[src/hdl/usa_pkg.sv]
// Constants shared by the serial port and its receive queue.
package usa_pkg;
   // Register indices; byte address is four times the index
   localparam logic [5:0] IDX_IRQ_FLAGS = 6'h10;
   localparam logic [5:0] IDX_IRQ_EN = 6'h11;
   localparam logic [5:0] IDX_RX_CTRL = 6'h13;
   localparam logic [5:0] IDX_RX_BUF = 6'h14;
   localparam logic [5:0] IDX_TX_CTRL = 6'h15;
   localparam logic [5:0] IDX_TX_BUF = 6'h16;
   localparam logic [5:0] IDX_BAUD = 6'h17;
   // Receive status and control fields
   localparam int RXC_PORT_EN = 7;
   localparam int RXC_NINTH_EN = 6;
   localparam int RXC_SINGLE = 5;
   localparam int RXC_CONT = 4;
   localparam int RXC_FRAMING_ERROR = 2;
   localparam int RXC_OVERRUN_ERROR = 1;
   localparam int RXC_NINTH = 0;
   // Transmit status and control fields
   localparam int TXC_CLK_SRC = 7;
   localparam int TXC_NINTH_EN = 6;
   localparam int TXC_EN = 5;
   localparam int TXC_SYNC = 4;
   localparam int TXC_SHIFT_EMPTY = 1;
   localparam int TXC_NINTH = 0;
   // Flag and enable fields
   localparam int IRQ_TX_BIT = 1;
   localparam int IRQ_RX_BIT = 0;
   // Reset values
   localparam logic [7:0] IRQ_EN_RST = 8'h00;
   localparam logic [7:0] BAUD_RST = 8'h00;
   localparam logic [7:0] TX_BUF_RST = 8'h00;
   // Oversampling phases of the three majority samples
   localparam logic [3:0] OVS_S1 = 4'h7;
   localparam logic [3:0] OVS_S2 = 4'h8;
   localparam logic [3:0] OVS_S3 = 4'h9;
   // Frame lengths in bits
   localparam logic [3:0] LEN8 = 4'h8;
   localparam logic [3:0] LEN9 = 4'h9;
   // Receive engine states
   typedef enum logic [2:0] {
      RX_IDLE = 3'b001,
      RX_FRAME = 3'b010,
      RX_SYNC = 3'b100
   } usa_rx_state_t;
endpackage

[src/hdl/usa_rxq_if.sv]
// Link between the receive engine and its two-entry queue.
interface usa_rxq_if;
   logic push;
   logic [9:0] wdata;
   logic pop;
   logic [9:0] head;
   logic full;
   logic empty;
   modport fill (output push, output wdata, output pop, input head, input full, input empty);
   modport store (input push, input wdata, input pop, output head, output full, output empty);
endinterface

[src/hdl/usa_rx_queue.sv]
// Two-entry receive queue holding data, ninth bit and framing error.
module usa_rx_queue import usa_pkg::*; (
   input wire logic pclk,
   input wire logic presetn,
   usa_rxq_if.store q
);
   logic [9:0] mem_reg [2];
   logic rd_reg;
   logic wr_reg;
   logic [1:0] cnt_reg;

   // Head entry and level flags
   assign q.head = mem_reg[rd_reg];
   assign q.full = (cnt_reg == 2'h2);
   assign q.empty = (cnt_reg == 2'h0);

   // Storage written only on push; contents need no reset
   always_ff @(posedge pclk) begin
      if (q.push && !q.full) begin
         mem_reg[wr_reg] <= q.wdata;
      end
   end

   // Pointers and level
   always_ff @(posedge pclk or negedge presetn) begin
      if (!presetn) begin
         rd_reg <= 1'b0;
         wr_reg <= 1'b0;
         cnt_reg <= 2'h0;
      end else begin
         if (q.push && !q.full) begin
            wr_reg <= ~wr_reg;
         end
         if (q.pop && !q.empty) begin
            rd_reg <= ~rd_reg;
         end
         cnt_reg <= cnt_reg + {1'b0, q.push && !q.full} - {1'b0, q.pop && !q.empty};
      end
   end

   property p_queue_pop;
      @(posedge pclk) disable iff (!presetn)
      (q.pop && !q.push && cnt_reg == 2'h1) |=> q.empty;
   endproperty
   a_queue_pop: assert property (p_queue_pop) else $error("queue not empty after pop");
endmodule

[src/hdl/usa_port.sv]
// Serial port: async receive, sync master transmit, APB registers.
// What this block does
// - Majority of three samples decides each async bit
// - Samples on oversampling edges seven, eight, nine
// - Oversampling count restarts at start edge, period sixteen
// - Dropping receive enables resets receiver to idle
// - Sync master is half duplex
// - Sync master claims pins: data with transmit enable, clock with transmit or receive
// - Clock source select drives shift clock
// - Shift register reloads only after last bit
// - Transfer empties buffer and sets transmit flag
// - Transmit flag cleared only by buffer write
// - Shift-empty bit shows shift register empty
// - Shifting waits for enable and loaded buffer
// - Data changes on rising shift clock edge
// - Baud generator held while all enables clear
// - Write to empty shifter passes straight through
// - Clearing transmit enable aborts, floats data, and clock unless receiving
// - Receive enable suspends transmit, floats data
// - Single receive clears itself, transmission resumes
// - Ninth transmit bit captured at transfer
// - Port or transmit disable resets transmitter
// - Receive buffer is two-entry queue with status
// - Overrun discards word, blocks until cleared
// - Low stop bit raises framing error
//
// The implementer's own choice: the APB slave port.
module usa_port import usa_pkg::*; (
   input wire logic pclk,
   input wire logic presetn,
   input wire logic psel,
   input wire logic penable,
   input wire logic pwrite,
   input wire logic [7:0] paddr,
   input wire logic [31:0] pwdata,
   output logic [31:0] prdata,
   output logic pready,
   output logic pslverr,
   input wire logic serial_data_pin_in,
   output logic serial_data_pin_out,
   output logic serial_data_pin_oe_n,
   input wire logic serial_timing_pin_in,
   output logic serial_timing_pin_out,
   output logic serial_timing_pin_oe_n
);
   // Control bits
   logic port_enable_reg, rx_ninth_bit_enable_reg, single_rx_enable_reg;
   logic continuous_rx_enable_reg, clock_source_select_reg, tx_ninth_bit_enable_reg;
   logic tx_enable_reg, sync_mode_reg, tx_ninth_bit_value_reg;
   logic [7:0] irq_en_reg, baud_divisor_reg, tx_buffer_reg;
   logic tx_buf_full_reg, overrun_error_reg;
   // Baud generator and pins
   logic [7:0] brg_cnt_reg;
   logic brg_run, brg_tick;
   logic din_meta_reg, din_reg, din_prev_reg;
   // Transmitter
   logic [8:0] tx_shift_register_reg;
   logic tx_full_reg;
   logic [3:0] tx_len_reg, tx_cnt_reg;
   logic dout_reg, sclk_reg, sclk_run, sclk_rise, sclk_fall;
   logic tx_on, tx_load, sync_master, rx_mode;
   // Receiver
   usa_rx_state_t rx_state_reg;
   logic [8:0] rx_shift_register_reg;
   logic [3:0] ovs_reg, rx_bit_reg, rx_len;
   logic [1:0] smp_reg;
   logic rx_on, async_on, decide, bit_val, rx_done;
   logic [9:0] rx_word;
   // Bus
   logic [5:0] idx;
   logic idx_ok, wr_en, rd_acc;
   logic [31:0] rd_word;
   usa_rxq_if q();

   function automatic logic maj3(input logic a, input logic b, input logic c);
      maj3 = (a & b) | (a & c) | (b & c);
   endfunction

   // Pack a finished word as framing error, ninth bit, data
   function automatic logic [9:0] pack_word(input logic [8:0] sr, input logic nine,
                                            input logic framing_error);
      pack_word = nine ? {framing_error, sr} : {framing_error, 1'b0, sr[8:1]};
   endfunction

   usa_rx_queue u_queue (
      .pclk(pclk),
      .presetn(presetn),
      .q(q)
   );

   // APB decode; zero wait states
   assign idx = paddr[7:2];
   assign idx_ok = (idx == IDX_IRQ_FLAGS) || (idx == IDX_IRQ_EN) || (idx == IDX_RX_CTRL)
                   || (idx == IDX_RX_BUF) || (idx == IDX_TX_CTRL) || (idx == IDX_TX_BUF)
                   || (idx == IDX_BAUD);
   assign pready = 1'b1;
   assign pslverr = psel && penable && !idx_ok;
   assign wr_en = psel && penable && pwrite && idx_ok;
   assign rd_acc = psel && penable && !pwrite;

   // Mode terms
   assign sync_master = port_enable_reg && sync_mode_reg && clock_source_select_reg;
   assign rx_on = port_enable_reg && (continuous_rx_enable_reg || single_rx_enable_reg);
   assign async_on = port_enable_reg && !sync_mode_reg && continuous_rx_enable_reg;
   assign rx_mode = rx_on && sync_mode_reg;
   assign tx_on = port_enable_reg && tx_enable_reg && sync_mode_reg;
   assign rx_len = rx_ninth_bit_enable_reg ? LEN9 : LEN8;

   // Read mux; reserved bits read as zero
   always_comb begin
      rd_word = 32'h0000_0000;
      unique case (idx)
         IDX_IRQ_FLAGS: begin
            rd_word[IRQ_TX_BIT] = !tx_buf_full_reg;
            rd_word[IRQ_RX_BIT] = !q.empty;
         end
         IDX_IRQ_EN: rd_word[7:0] = irq_en_reg;
         IDX_RX_CTRL: begin
            rd_word[RXC_PORT_EN] = port_enable_reg;
            rd_word[RXC_NINTH_EN] = rx_ninth_bit_enable_reg;
            rd_word[RXC_SINGLE] = single_rx_enable_reg;
            rd_word[RXC_CONT] = continuous_rx_enable_reg;
            rd_word[RXC_FRAMING_ERROR] = q.head[9] && !q.empty;
            rd_word[RXC_OVERRUN_ERROR] = overrun_error_reg;
            rd_word[RXC_NINTH] = q.head[8] && !q.empty;
         end
         IDX_RX_BUF: rd_word[7:0] = q.head[7:0];
         IDX_TX_CTRL: begin
            rd_word[TXC_CLK_SRC] = clock_source_select_reg;
            rd_word[TXC_NINTH_EN] = tx_ninth_bit_enable_reg;
            rd_word[TXC_EN] = tx_enable_reg;
            rd_word[TXC_SYNC] = sync_mode_reg;
            rd_word[TXC_SHIFT_EMPTY] = !tx_full_reg;
            rd_word[TXC_NINTH] = tx_ninth_bit_value_reg;
         end
         IDX_TX_BUF: rd_word[7:0] = tx_buffer_reg;
         IDX_BAUD: rd_word[7:0] = baud_divisor_reg;
         default: rd_word = 32'h0000_0000;
      endcase
   end

   // Read data captured in the setup phase so it is a flop at access
   always_ff @(posedge pclk or negedge presetn) begin
      if (!presetn) begin
         prdata <= 32'h0000_0000;
      end else if (psel && !penable) begin
         prdata <= rd_word;
      end
   end

   // Reading the buffer advances the queue
   assign q.pop = rd_acc && (idx == IDX_RX_BUF);

   // Software control registers
   always_ff @(posedge pclk or negedge presetn) begin
      if (!presetn) begin
         port_enable_reg <= 1'b0;
         rx_ninth_bit_enable_reg <= 1'b0;
         continuous_rx_enable_reg <= 1'b0;
         clock_source_select_reg <= 1'b0;
         tx_ninth_bit_enable_reg <= 1'b0;
         tx_enable_reg <= 1'b0;
         sync_mode_reg <= 1'b0;
         tx_ninth_bit_value_reg <= 1'b0;
         irq_en_reg <= IRQ_EN_RST;
         baud_divisor_reg <= BAUD_RST;
      end else if (wr_en) begin
         if (idx == IDX_RX_CTRL) begin
            port_enable_reg <= pwdata[RXC_PORT_EN];
            rx_ninth_bit_enable_reg <= pwdata[RXC_NINTH_EN];
            continuous_rx_enable_reg <= pwdata[RXC_CONT];
         end
         if (idx == IDX_TX_CTRL) begin
            clock_source_select_reg <= pwdata[TXC_CLK_SRC];
            tx_ninth_bit_enable_reg <= pwdata[TXC_NINTH_EN];
            tx_enable_reg <= pwdata[TXC_EN];
            sync_mode_reg <= pwdata[TXC_SYNC];
            tx_ninth_bit_value_reg <= pwdata[TXC_NINTH];
         end
         if (idx == IDX_IRQ_EN) begin
            irq_en_reg <= pwdata[7:0];
         end
         if (idx == IDX_BAUD) begin
            baud_divisor_reg <= pwdata[7:0];
         end
      end
   end

   // Single receive bit: software sets, hardware clears after one word
   always_ff @(posedge pclk or negedge presetn) begin
      if (!presetn) begin
         single_rx_enable_reg <= 1'b0;
      end else if (wr_en && idx == IDX_RX_CTRL) begin
         single_rx_enable_reg <= pwdata[RXC_SINGLE];
      end else if (rx_done && rx_mode && !continuous_rx_enable_reg) begin
         single_rx_enable_reg <= 1'b0;
      end
   end

   // Flag clears only by buffer write, flag writes ignored
   always_ff @(posedge pclk or negedge presetn) begin
      if (!presetn) begin
         tx_buffer_reg <= TX_BUF_RST;
         tx_buf_full_reg <= 1'b0;
      end else if (wr_en && idx == IDX_TX_BUF) begin
         tx_buffer_reg <= pwdata[7:0];
         tx_buf_full_reg <= 1'b1;
      end else if (tx_load) begin
         tx_buf_full_reg <= 1'b0;
      end
   end

   // Generator held unless an enable is set
   assign brg_run = port_enable_reg
                    && (tx_enable_reg || continuous_rx_enable_reg || single_rx_enable_reg);
   assign brg_tick = brg_run && (brg_cnt_reg == 8'h00);

   // Tick on the reload so the first shift clock comes at once
   always_ff @(posedge pclk or negedge presetn) begin
      if (!presetn) begin
         brg_cnt_reg <= 8'h00;
      end else if (!brg_run) begin
         brg_cnt_reg <= 8'h00;
      end else if (brg_tick) begin
         brg_cnt_reg <= baud_divisor_reg;
      end else begin
         brg_cnt_reg <= brg_cnt_reg - 8'h01;
      end
   end

   // Two-flop synchroniser on the data pin, then an edge history
   always_ff @(posedge pclk or negedge presetn) begin
      if (!presetn) begin
         din_meta_reg <= 1'b1;
         din_reg <= 1'b1;
         din_prev_reg <= 1'b1;
      end else begin
         din_meta_reg <= serial_data_pin_in;
         din_reg <= din_meta_reg;
         if (brg_tick) begin
            din_prev_reg <= din_reg;
         end
      end
   end

   // Shift clock runs for a word or for reception
   assign sclk_run = sync_master && (rx_mode || (tx_on && tx_full_reg));
   assign sclk_rise = brg_tick && sclk_run && !sclk_reg;
   assign sclk_fall = brg_tick && sclk_run && sclk_reg;

   // Idle clock sits low so the first tick is a rising edge
   always_ff @(posedge pclk or negedge presetn) begin
      if (!presetn) begin
         sclk_reg <= 1'b0;
      end else if (!sclk_run) begin
         sclk_reg <= 1'b0;
      end else if (brg_tick) begin
         sclk_reg <= !sclk_reg;
      end
   end

   // Reload only when the shifter is empty
   // Needs enable and a loaded buffer
   // Writes into an empty shifter pass through
   assign tx_load = tx_on && clock_source_select_reg && !tx_full_reg && tx_buf_full_reg
                    && !rx_mode;

   // Transmit shifter; frozen, not reset, while receive owns the line
   always_ff @(posedge pclk or negedge presetn) begin
      if (!presetn) begin
         tx_shift_register_reg <= 9'h000;
         tx_full_reg <= 1'b0;
         tx_len_reg <= LEN8;
         tx_cnt_reg <= 4'h0;
         dout_reg <= 1'b0;
      end else if (!tx_on) begin
         tx_full_reg <= 1'b0;
         tx_cnt_reg <= 4'h0;
      end else if (tx_load) begin
         // Ninth bit taken as it stands now
         tx_shift_register_reg <= {tx_ninth_bit_value_reg, tx_buffer_reg};
         tx_len_reg <= tx_ninth_bit_enable_reg ? LEN9 : LEN8;
         tx_full_reg <= 1'b1;
      end else if (!rx_mode && sclk_rise && tx_cnt_reg != tx_len_reg) begin
         // New bit on the rising edge, stable over falling
         dout_reg <= tx_shift_register_reg[0];
         tx_shift_register_reg <= {1'b0, tx_shift_register_reg[8:1]};
         tx_cnt_reg <= tx_cnt_reg + 4'h1;
      end else if (!rx_mode && sclk_fall && tx_cnt_reg == tx_len_reg) begin
         tx_full_reg <= 1'b0;
         tx_cnt_reg <= 4'h0;
      end
   end

   assign bit_val = maj3(smp_reg[1], smp_reg[0], din_reg);
   // Decision on the ninth oversampling edge
   assign decide = brg_tick && rx_state_reg == RX_FRAME && (ovs_reg + 4'h1) == OVS_S3;

   // Receive engine: async frames or sync master words
   always_ff @(posedge pclk or negedge presetn) begin
      if (!presetn) begin
         rx_state_reg <= RX_IDLE;
         ovs_reg <= 4'h0;
         rx_bit_reg <= 4'h0;
         smp_reg <= 2'b00;
         rx_shift_register_reg <= 9'h000;
      end else if (!rx_on) begin
         rx_state_reg <= RX_IDLE;
         rx_bit_reg <= 4'h0;
      end else begin
         unique case (rx_state_reg)
            RX_IDLE: begin
               rx_bit_reg <= 4'h0;
               if (rx_mode) begin
                  // Receive takes the line from transmit
                  rx_state_reg <= RX_SYNC;
               end else if (async_on && brg_tick && din_prev_reg && !din_reg) begin
                  // Start edge aligns the phase count
                  rx_state_reg <= RX_FRAME;
                  ovs_reg <= 4'h0;
               end
            end
            RX_FRAME: begin
               if (brg_tick) begin
                  ovs_reg <= ovs_reg + 4'h1;
                  if (ovs_reg + 4'h1 == OVS_S1 || ovs_reg + 4'h1 == OVS_S2) begin
                     smp_reg <= {smp_reg[0], din_reg};
                  end
                  if (ovs_reg == 4'hf) begin
                     rx_bit_reg <= rx_bit_reg + 4'h1;
                  end
               end
               if (decide) begin
                  if (rx_bit_reg == 4'h0 && bit_val) begin
                     rx_state_reg <= RX_IDLE;
                  end else if (rx_bit_reg == rx_len + 4'h1) begin
                     rx_state_reg <= RX_IDLE;
                  end else if (rx_bit_reg != 4'h0) begin
                     rx_shift_register_reg <= {bit_val, rx_shift_register_reg[8:1]};
                  end
               end
            end
            RX_SYNC: begin
               if (!rx_mode) begin
                  rx_state_reg <= RX_IDLE;
               end else if (sclk_fall) begin
                  rx_shift_register_reg <= {din_reg, rx_shift_register_reg[8:1]};
                  rx_bit_reg <= (rx_bit_reg + 4'h1 == rx_len) ? 4'h0 : rx_bit_reg + 4'h1;
               end
            end
         endcase
      end
   end

   // Word complete: async stop decided, or last sync bit sampled
   always_comb begin
      rx_done = 1'b0;
      rx_word = 10'h000;
      if (decide && rx_bit_reg == rx_len + 4'h1) begin
         rx_done = 1'b1;
         // Low stop bit flags framing error
         rx_word = pack_word(rx_shift_register_reg, rx_ninth_bit_enable_reg, !bit_val);
      end else if (rx_state_reg == RX_SYNC && rx_mode && sclk_fall
                   && rx_bit_reg + 4'h1 == rx_len) begin
         rx_done = 1'b1;
         rx_word = pack_word({din_reg, rx_shift_register_reg[8:1]},
                             rx_ninth_bit_enable_reg, 1'b0);
      end
   end

   // Word and status enter the queue together
   assign q.push = rx_done && !q.full && !overrun_error_reg;
   assign q.wdata = rx_word;

   // Overrun set wins over clear by dropping continuous enable
   always_ff @(posedge pclk or negedge presetn) begin
      if (!presetn) begin
         overrun_error_reg <= 1'b0;
      end else if (rx_done && q.full) begin
         overrun_error_reg <= 1'b1;
      end else if (!continuous_rx_enable_reg || !port_enable_reg) begin
         overrun_error_reg <= 1'b0;
      end
   end

   // Data floats without transmit or for receive; clock floats without either
   assign serial_data_pin_out = dout_reg;
   assign serial_data_pin_oe_n = !(tx_on && clock_source_select_reg && !rx_mode);
   assign serial_timing_pin_out = sclk_reg;
   assign serial_timing_pin_oe_n = !(sync_master && (tx_enable_reg || rx_mode));

   property p_brg_hold;
      @(posedge pclk) disable iff (!presetn)
      !brg_run |-> !brg_tick && brg_cnt_reg == 8'h00 || $past(brg_run);
   endproperty
   a_brg_hold: assert property (p_brg_hold) else $error("baud generator ran while held");

   property p_half_duplex;
      @(posedge pclk) disable iff (!presetn)
      rx_mode |-> serial_data_pin_oe_n && !tx_load;
   endproperty
   a_half_duplex: assert property (p_half_duplex) else $error("data driven while receiving");

   property p_tx_abort;
      @(posedge pclk) disable iff (!presetn)
      !tx_enable_reg && !rx_on |-> serial_data_pin_oe_n && serial_timing_pin_oe_n;
   endproperty
   a_tx_abort: assert property (p_tx_abort) else $error("pins driven without enable");

   property p_flag_clear;
      @(posedge pclk) disable iff (!presetn)
      wr_en && idx == IDX_TX_BUF |=> tx_buf_full_reg;
   endproperty
   a_flag_clear: assert property (p_flag_clear) else $error("tx buffer not full after write");

   property p_load_empty;
      @(posedge pclk) disable iff (!presetn)
      tx_load && !(wr_en && idx == IDX_TX_BUF)
      |-> !tx_full_reg ##1 tx_full_reg && !tx_buf_full_reg;
   endproperty
   a_load_empty: assert property (p_load_empty) else $error("reload before shifter empty");

   property p_bit_out;
      @(posedge pclk) disable iff (!presetn)
      sclk_rise && tx_full_reg && !rx_mode && !tx_load && tx_cnt_reg != tx_len_reg
      |=> serial_data_pin_out == $past(tx_shift_register_reg[0]) && sclk_reg;
   endproperty
   a_bit_out: assert property (p_bit_out) else $error("data not changed on rising clock");

   property p_rx_reset;
      @(posedge pclk) disable iff (!presetn)
      !rx_on |=> rx_state_reg == RX_IDLE;
   endproperty
   a_rx_reset: assert property (p_rx_reset) else $error("receiver not idle when off");

   property p_overrun;
      @(posedge pclk) disable iff (!presetn)
      rx_done && q.full |-> !q.push ##1 overrun_error_reg;
   endproperty
   a_overrun: assert property (p_overrun) else $error("overrun not flagged");

   property p_single_clear;
      @(posedge pclk) disable iff (!presetn)
      rx_done && rx_mode && !continuous_rx_enable_reg && !wr_en |=> !single_rx_enable_reg;
   endproperty
   a_single_clear: assert property (p_single_clear) else $error("single receive kept");
endmodule

[config.mk]
export PLATFORM = sky130hd
export DESIGN_NAME = usa_port
export DESIGN_NICKNAME = d
export VERILOG_FILES = /design/src/hdl/usa_pkg.sv /design/src/hdl/usa_rxq_if.sv /design/src/hdl/usa_rx_queue.sv /design/src/hdl/usa_port.sv
export SDC_FILE = /design/constraint.sdc
export NUM_CORES = 1
export LEC_CHECK = 0
export ABC_AREA = 1
export BUFFER_PORTS_ARGS = -buffer_cell sky130_fd_sc_hd__buf_2
export CAP_MARGIN = 20
export CORE_MARGIN = 1.5
export CORE_UTILIZATION = 61
export DETAILED_ROUTE_END_ITERATION = 7
export PLACE_DENSITY = 0.84
export SKIP_LAST_GASP = 1
export SYNTH_ARGS = -nofsm -noshare
export SYNTH_HDL_FRONTEND = slang
export SYNTH_SLANG_ARGS = --single-unit
[constraint.sdc]
create_clock -name pclk -period 7.9 [get_ports pclk]
set_clock_uncertainty 0.15 [all_clocks]
set_input_delay 0.79 -clock pclk [delete_from_list [all_inputs] [get_ports pclk]]
set_output_delay 0.79 -clock pclk [all_outputs]
set_load 0.02 [all_outputs]
==> reports/results.tsv <==
stage	metric	value	unit
die	number of placement rows	36	
worst_setup_path	Worst R2R Path Depth	10	
status	result of the run	finished, final reports clean	
global_routing	M1 GR Usage	36.6	%
job	max capacitance violation total	0	
timing	number of failing setup endpoints in the final timing report	0	
finish	most frequent standard cell in the layout excluding fill and tap cells	sky130_fd_sc_hd__nand2_1	
die	placeable core region	9770	µm²
drt	count of nets left with antenna violations after detail routing	0	
clock_network	Reg clk slew, reported paths	60	ps
global_routing	number of antenna violations at the first check in global routing	0	
clock_network	root buf cell	sky130_fd_sc_hd__clkbuf_8	
worst_setup_path	data required time of the critical path	6960	ps
finish	most frequent cells in the layout	sky130_fd_sc_hd__nand2_1 (162), sky130_fd_sc_hd__dfrtp_1 (93), sky130_fd_sc_hd__inv_1 (79)	
synth	flip-flop and latch count after synthesis	117	
drt	DRC violation count after routing	0	
worst_setup_path	RR Endpoint	u_queue.mem_reg[1][6]$_DFFE_PP_	
synth	Cell Area, Synth	6150	µm²
finish	synthesis-to-finish area growth	13.4	%
power_and_ir_drop	Tot Pwr	1.52	mW
global_routing	M2 GR Usage	48.9	%
power_and_ir_drop	Power per Cell Area	217	nW/µm²
finish	Register Area	3030	µm²
clock_network	number of buffers added for setup after CTS	0	
die	top-level I/O count	85	
global_routing	via count of the first global-routing pass	4916	
worst_setup_path	type of the worst setup path	in -> out	
timing	setup repair after global routing missed its margin	no	
die	die extent in y	103	µm
timing	setup TNS	0	ps
power_and_ir_drop	peak supply drop	0.170	mV
synth	library cells used by synthesis	49	
worst_setup_path	critical path launch point type	primary input	
placed_design	Buffers on Ports	32	
finish	area occupied by multi-input gates	2630	µm²
worst_setup_path	Setup crit end	pslverr	
clock_network	clock tree from TritonCTS	done	
worst_setup_path	worst-path fanout max	9	
timing	worst rel slew slack	33.4	%
power_and_ir_drop	leakage dissipation	3.44	nW
clock_network	PostCTS Resize Cnt	0	
worst_setup_path	type of destination of the critical path	output port	
timing	post-route clock period utilization	37.6	%
synth	average footprint of a synthesized cell	8.58	µm²
drt	per-cell via count in the routed design	5.70	
global_routing	largest net degree at the start of global routing	90	
clock_network	worst-skew pair later-pin latency	530	ps
synth	Syn. warnings	0	
clock_network	Sinks on Clock Net	117	
finish	Final Net Count	814	
drt	detailed-route via count	5156	
die	width of the die	103	µm
synth	part of the Yosys area used for sequential elements	49.3	%
global_routing	wire length of the first global-routing pass	23400	µm
timing	upper clock frequency limit	337	MHz
finish	fraction of final layout cells sized beyond drive strength 1	14.9	%
worst_setup_path	crit path DAT	2030	ps
timing	final number of hold-violating endpoints	0	
timing	Post-Route Hold Slack	209	ps
worst_setup_path	setup slack, reg-to-reg	4940	ps
global_routing	total overflow reported by the global router	0	
drt	post-detailed-route wirelength per cell	16.5	µm
drt	detailed router's first-iteration violation count	463	
timing	worst-margin pin slew	993	ps
global_routing	Most Crowded Layer GR	met2	
placed_design	Routability Congestion	0.928	
finish	max FFs per register	20	
timing	post-route worst setup slack	4930	ps
worst_setup_path	Worst setup startpoint	paddr[3]	
global_routing	Global Route Usage Sum	29.3	%
synth	Post-synth EDFFs	20	
synth	number of standard cells after synthesis	717	
drt	sum of routed wire length over all layers	14900	µm
placed_design	sum of net half-perimeters after detailed placement	9950	µm
timing	number of max-slew violations in the final report	0	
synth	most used flip-flop cell after synthesis	sky130_fd_sc_hd__dfrtp_1	
die	starting utilization of the core area	63.0	%
die	DIE AREA	10700	µm²
clock_network	maximum clock insertion buffer count	2	
synth	post-synthesis async set-or-reset flop share	82.9	%
global_routing	GR met3 Demand/Resource	6.99	%
clock_network	H-Tree Depth	4	
clock_network	Hold-fix buffers, CTS	1	
worst_hold_path	Hold Crit Class	reg -> reg	
drt	DR pass1 iterations	6	
finish	number of fill cells in the layout	686	
finish	final antenna diode count	0	
timing	fin crit period	2970	ps
placed_design	worst slack after detailed placement	4970	ps
worst_setup_path	critical register-to-register path startpoint	brg_cnt_reg[0]$_DFF_PN0_	
clock_network	clock buffer count from CTS	17	
-- layout make-up --
class	instances	area share (%)
clock inverters	12	2.03
well taps	133	2.38
inverters	89	4.82
clock buffers	20	6.71
repair buffers	35	2.98
multi-input cells	498	37.6
flip-flops and latches	117	43.5
-- cells in the mapped netlist (14+ instances only) --
master                     instances  area (µm²)
sky130_fd_sc_hd__o21ai_0          56         280
sky130_fd_sc_hd__a21oi_1          24         120
sky130_fd_sc_hd__o21ai_1          14        70.1
sky130_fd_sc_hd__edfxtp_1         20         601
sky130_fd_sc_hd__dfrtp_1          93        2330
sky130_fd_sc_hd__nand2_1         162         608
sky130_fd_sc_hd__o22ai_1          14        87.6
sky130_fd_sc_hd__nand4_1          23         144
sky130_fd_sc_hd__buf_4            26         195
sky130_fd_sc_hd__nand3_1          28         140
sky130_fd_sc_hd__nor2_1           67         251
sky130_fd_sc_hd__inv_1            79         297
-- where the power goes --
group / internal, mW / switching (mW)
Sequential: 0.631 / 0.0159
Combinational: 0.0242 / 0.0612
Clock: 0.491 / 0.293
Total: 1.15 / 0.370
-- routing by layer --
layer  wire [µm]  vias up
met5           0        -
met3        1050       41
met4         383        0
met2        7480      241
met1        5960     2481
li1            -     2393
-- worst min path at each step --
stage,startpoint,to,slack (ps),depth (start not counted)
after CTS,serial_data_pin_in,din_meta_reg$_DFF_PN1_,200,1
after floorplan,din_meta_reg$_DFF_PN1_,din_reg$_DFF_PN1_,200,0
after global routing,serial_data_pin_in,din_meta_reg$_DFF_PN1_,200,1
after detailed placement,din_meta_reg$_DFF_PN1_,din_reg$_DFF_PN1_,200,0
final,din_meta_reg$_DFF_PN1_,din_reg$_DFF_PN1_,210,0
after global placement,din_meta_reg$_DFF_PN1_,din_reg$_DFF_PN1_,200,0
-- metrics by stage --
| step | instances | util (%) | cell area (µm²) |
|---|---|---|---|
| floorplan | 740 | - | 6240 |
| global placement | 870 | 64.8 | 6330 |
| detailed placement | 870 | 64.8 | 6330 |
| CTS | 903 | 71.1 | 6950 |
| global route | 904 | 71.4 | 6980 |
| finish | 904 | 71.4 | 6980 |
-- critical path, cell delays in order --
cell,delay (ps)
sky130_fd_sc_hd__buf_2,100
sky130_fd_sc_hd__inv_1,60
sky130_fd_sc_hd__nand2_1,80
sky130_fd_sc_hd__inv_2,50
sky130_fd_sc_hd__nand3_1,340
sky130_fd_sc_hd__o21ai_0,150
sky130_fd_sc_hd__nor4_1,240
sky130_fd_sc_hd__buf_2,230
-- cell families (layout without fill, tap and decap cells) --
kind of cell	after synthesis	count (layout)	share of synthesized area, %
compound gates	123	123	11.1
xor+xnor	11	11	1.57
fa+ha+maj	9	9	1.83
buf+inv	125	156	9.45
flops	117	117	49.3
mux	11	11	1.87
other cells	2	25	0.122
simple gates	319	319	24.8
(Power assumes the default switching activity.)
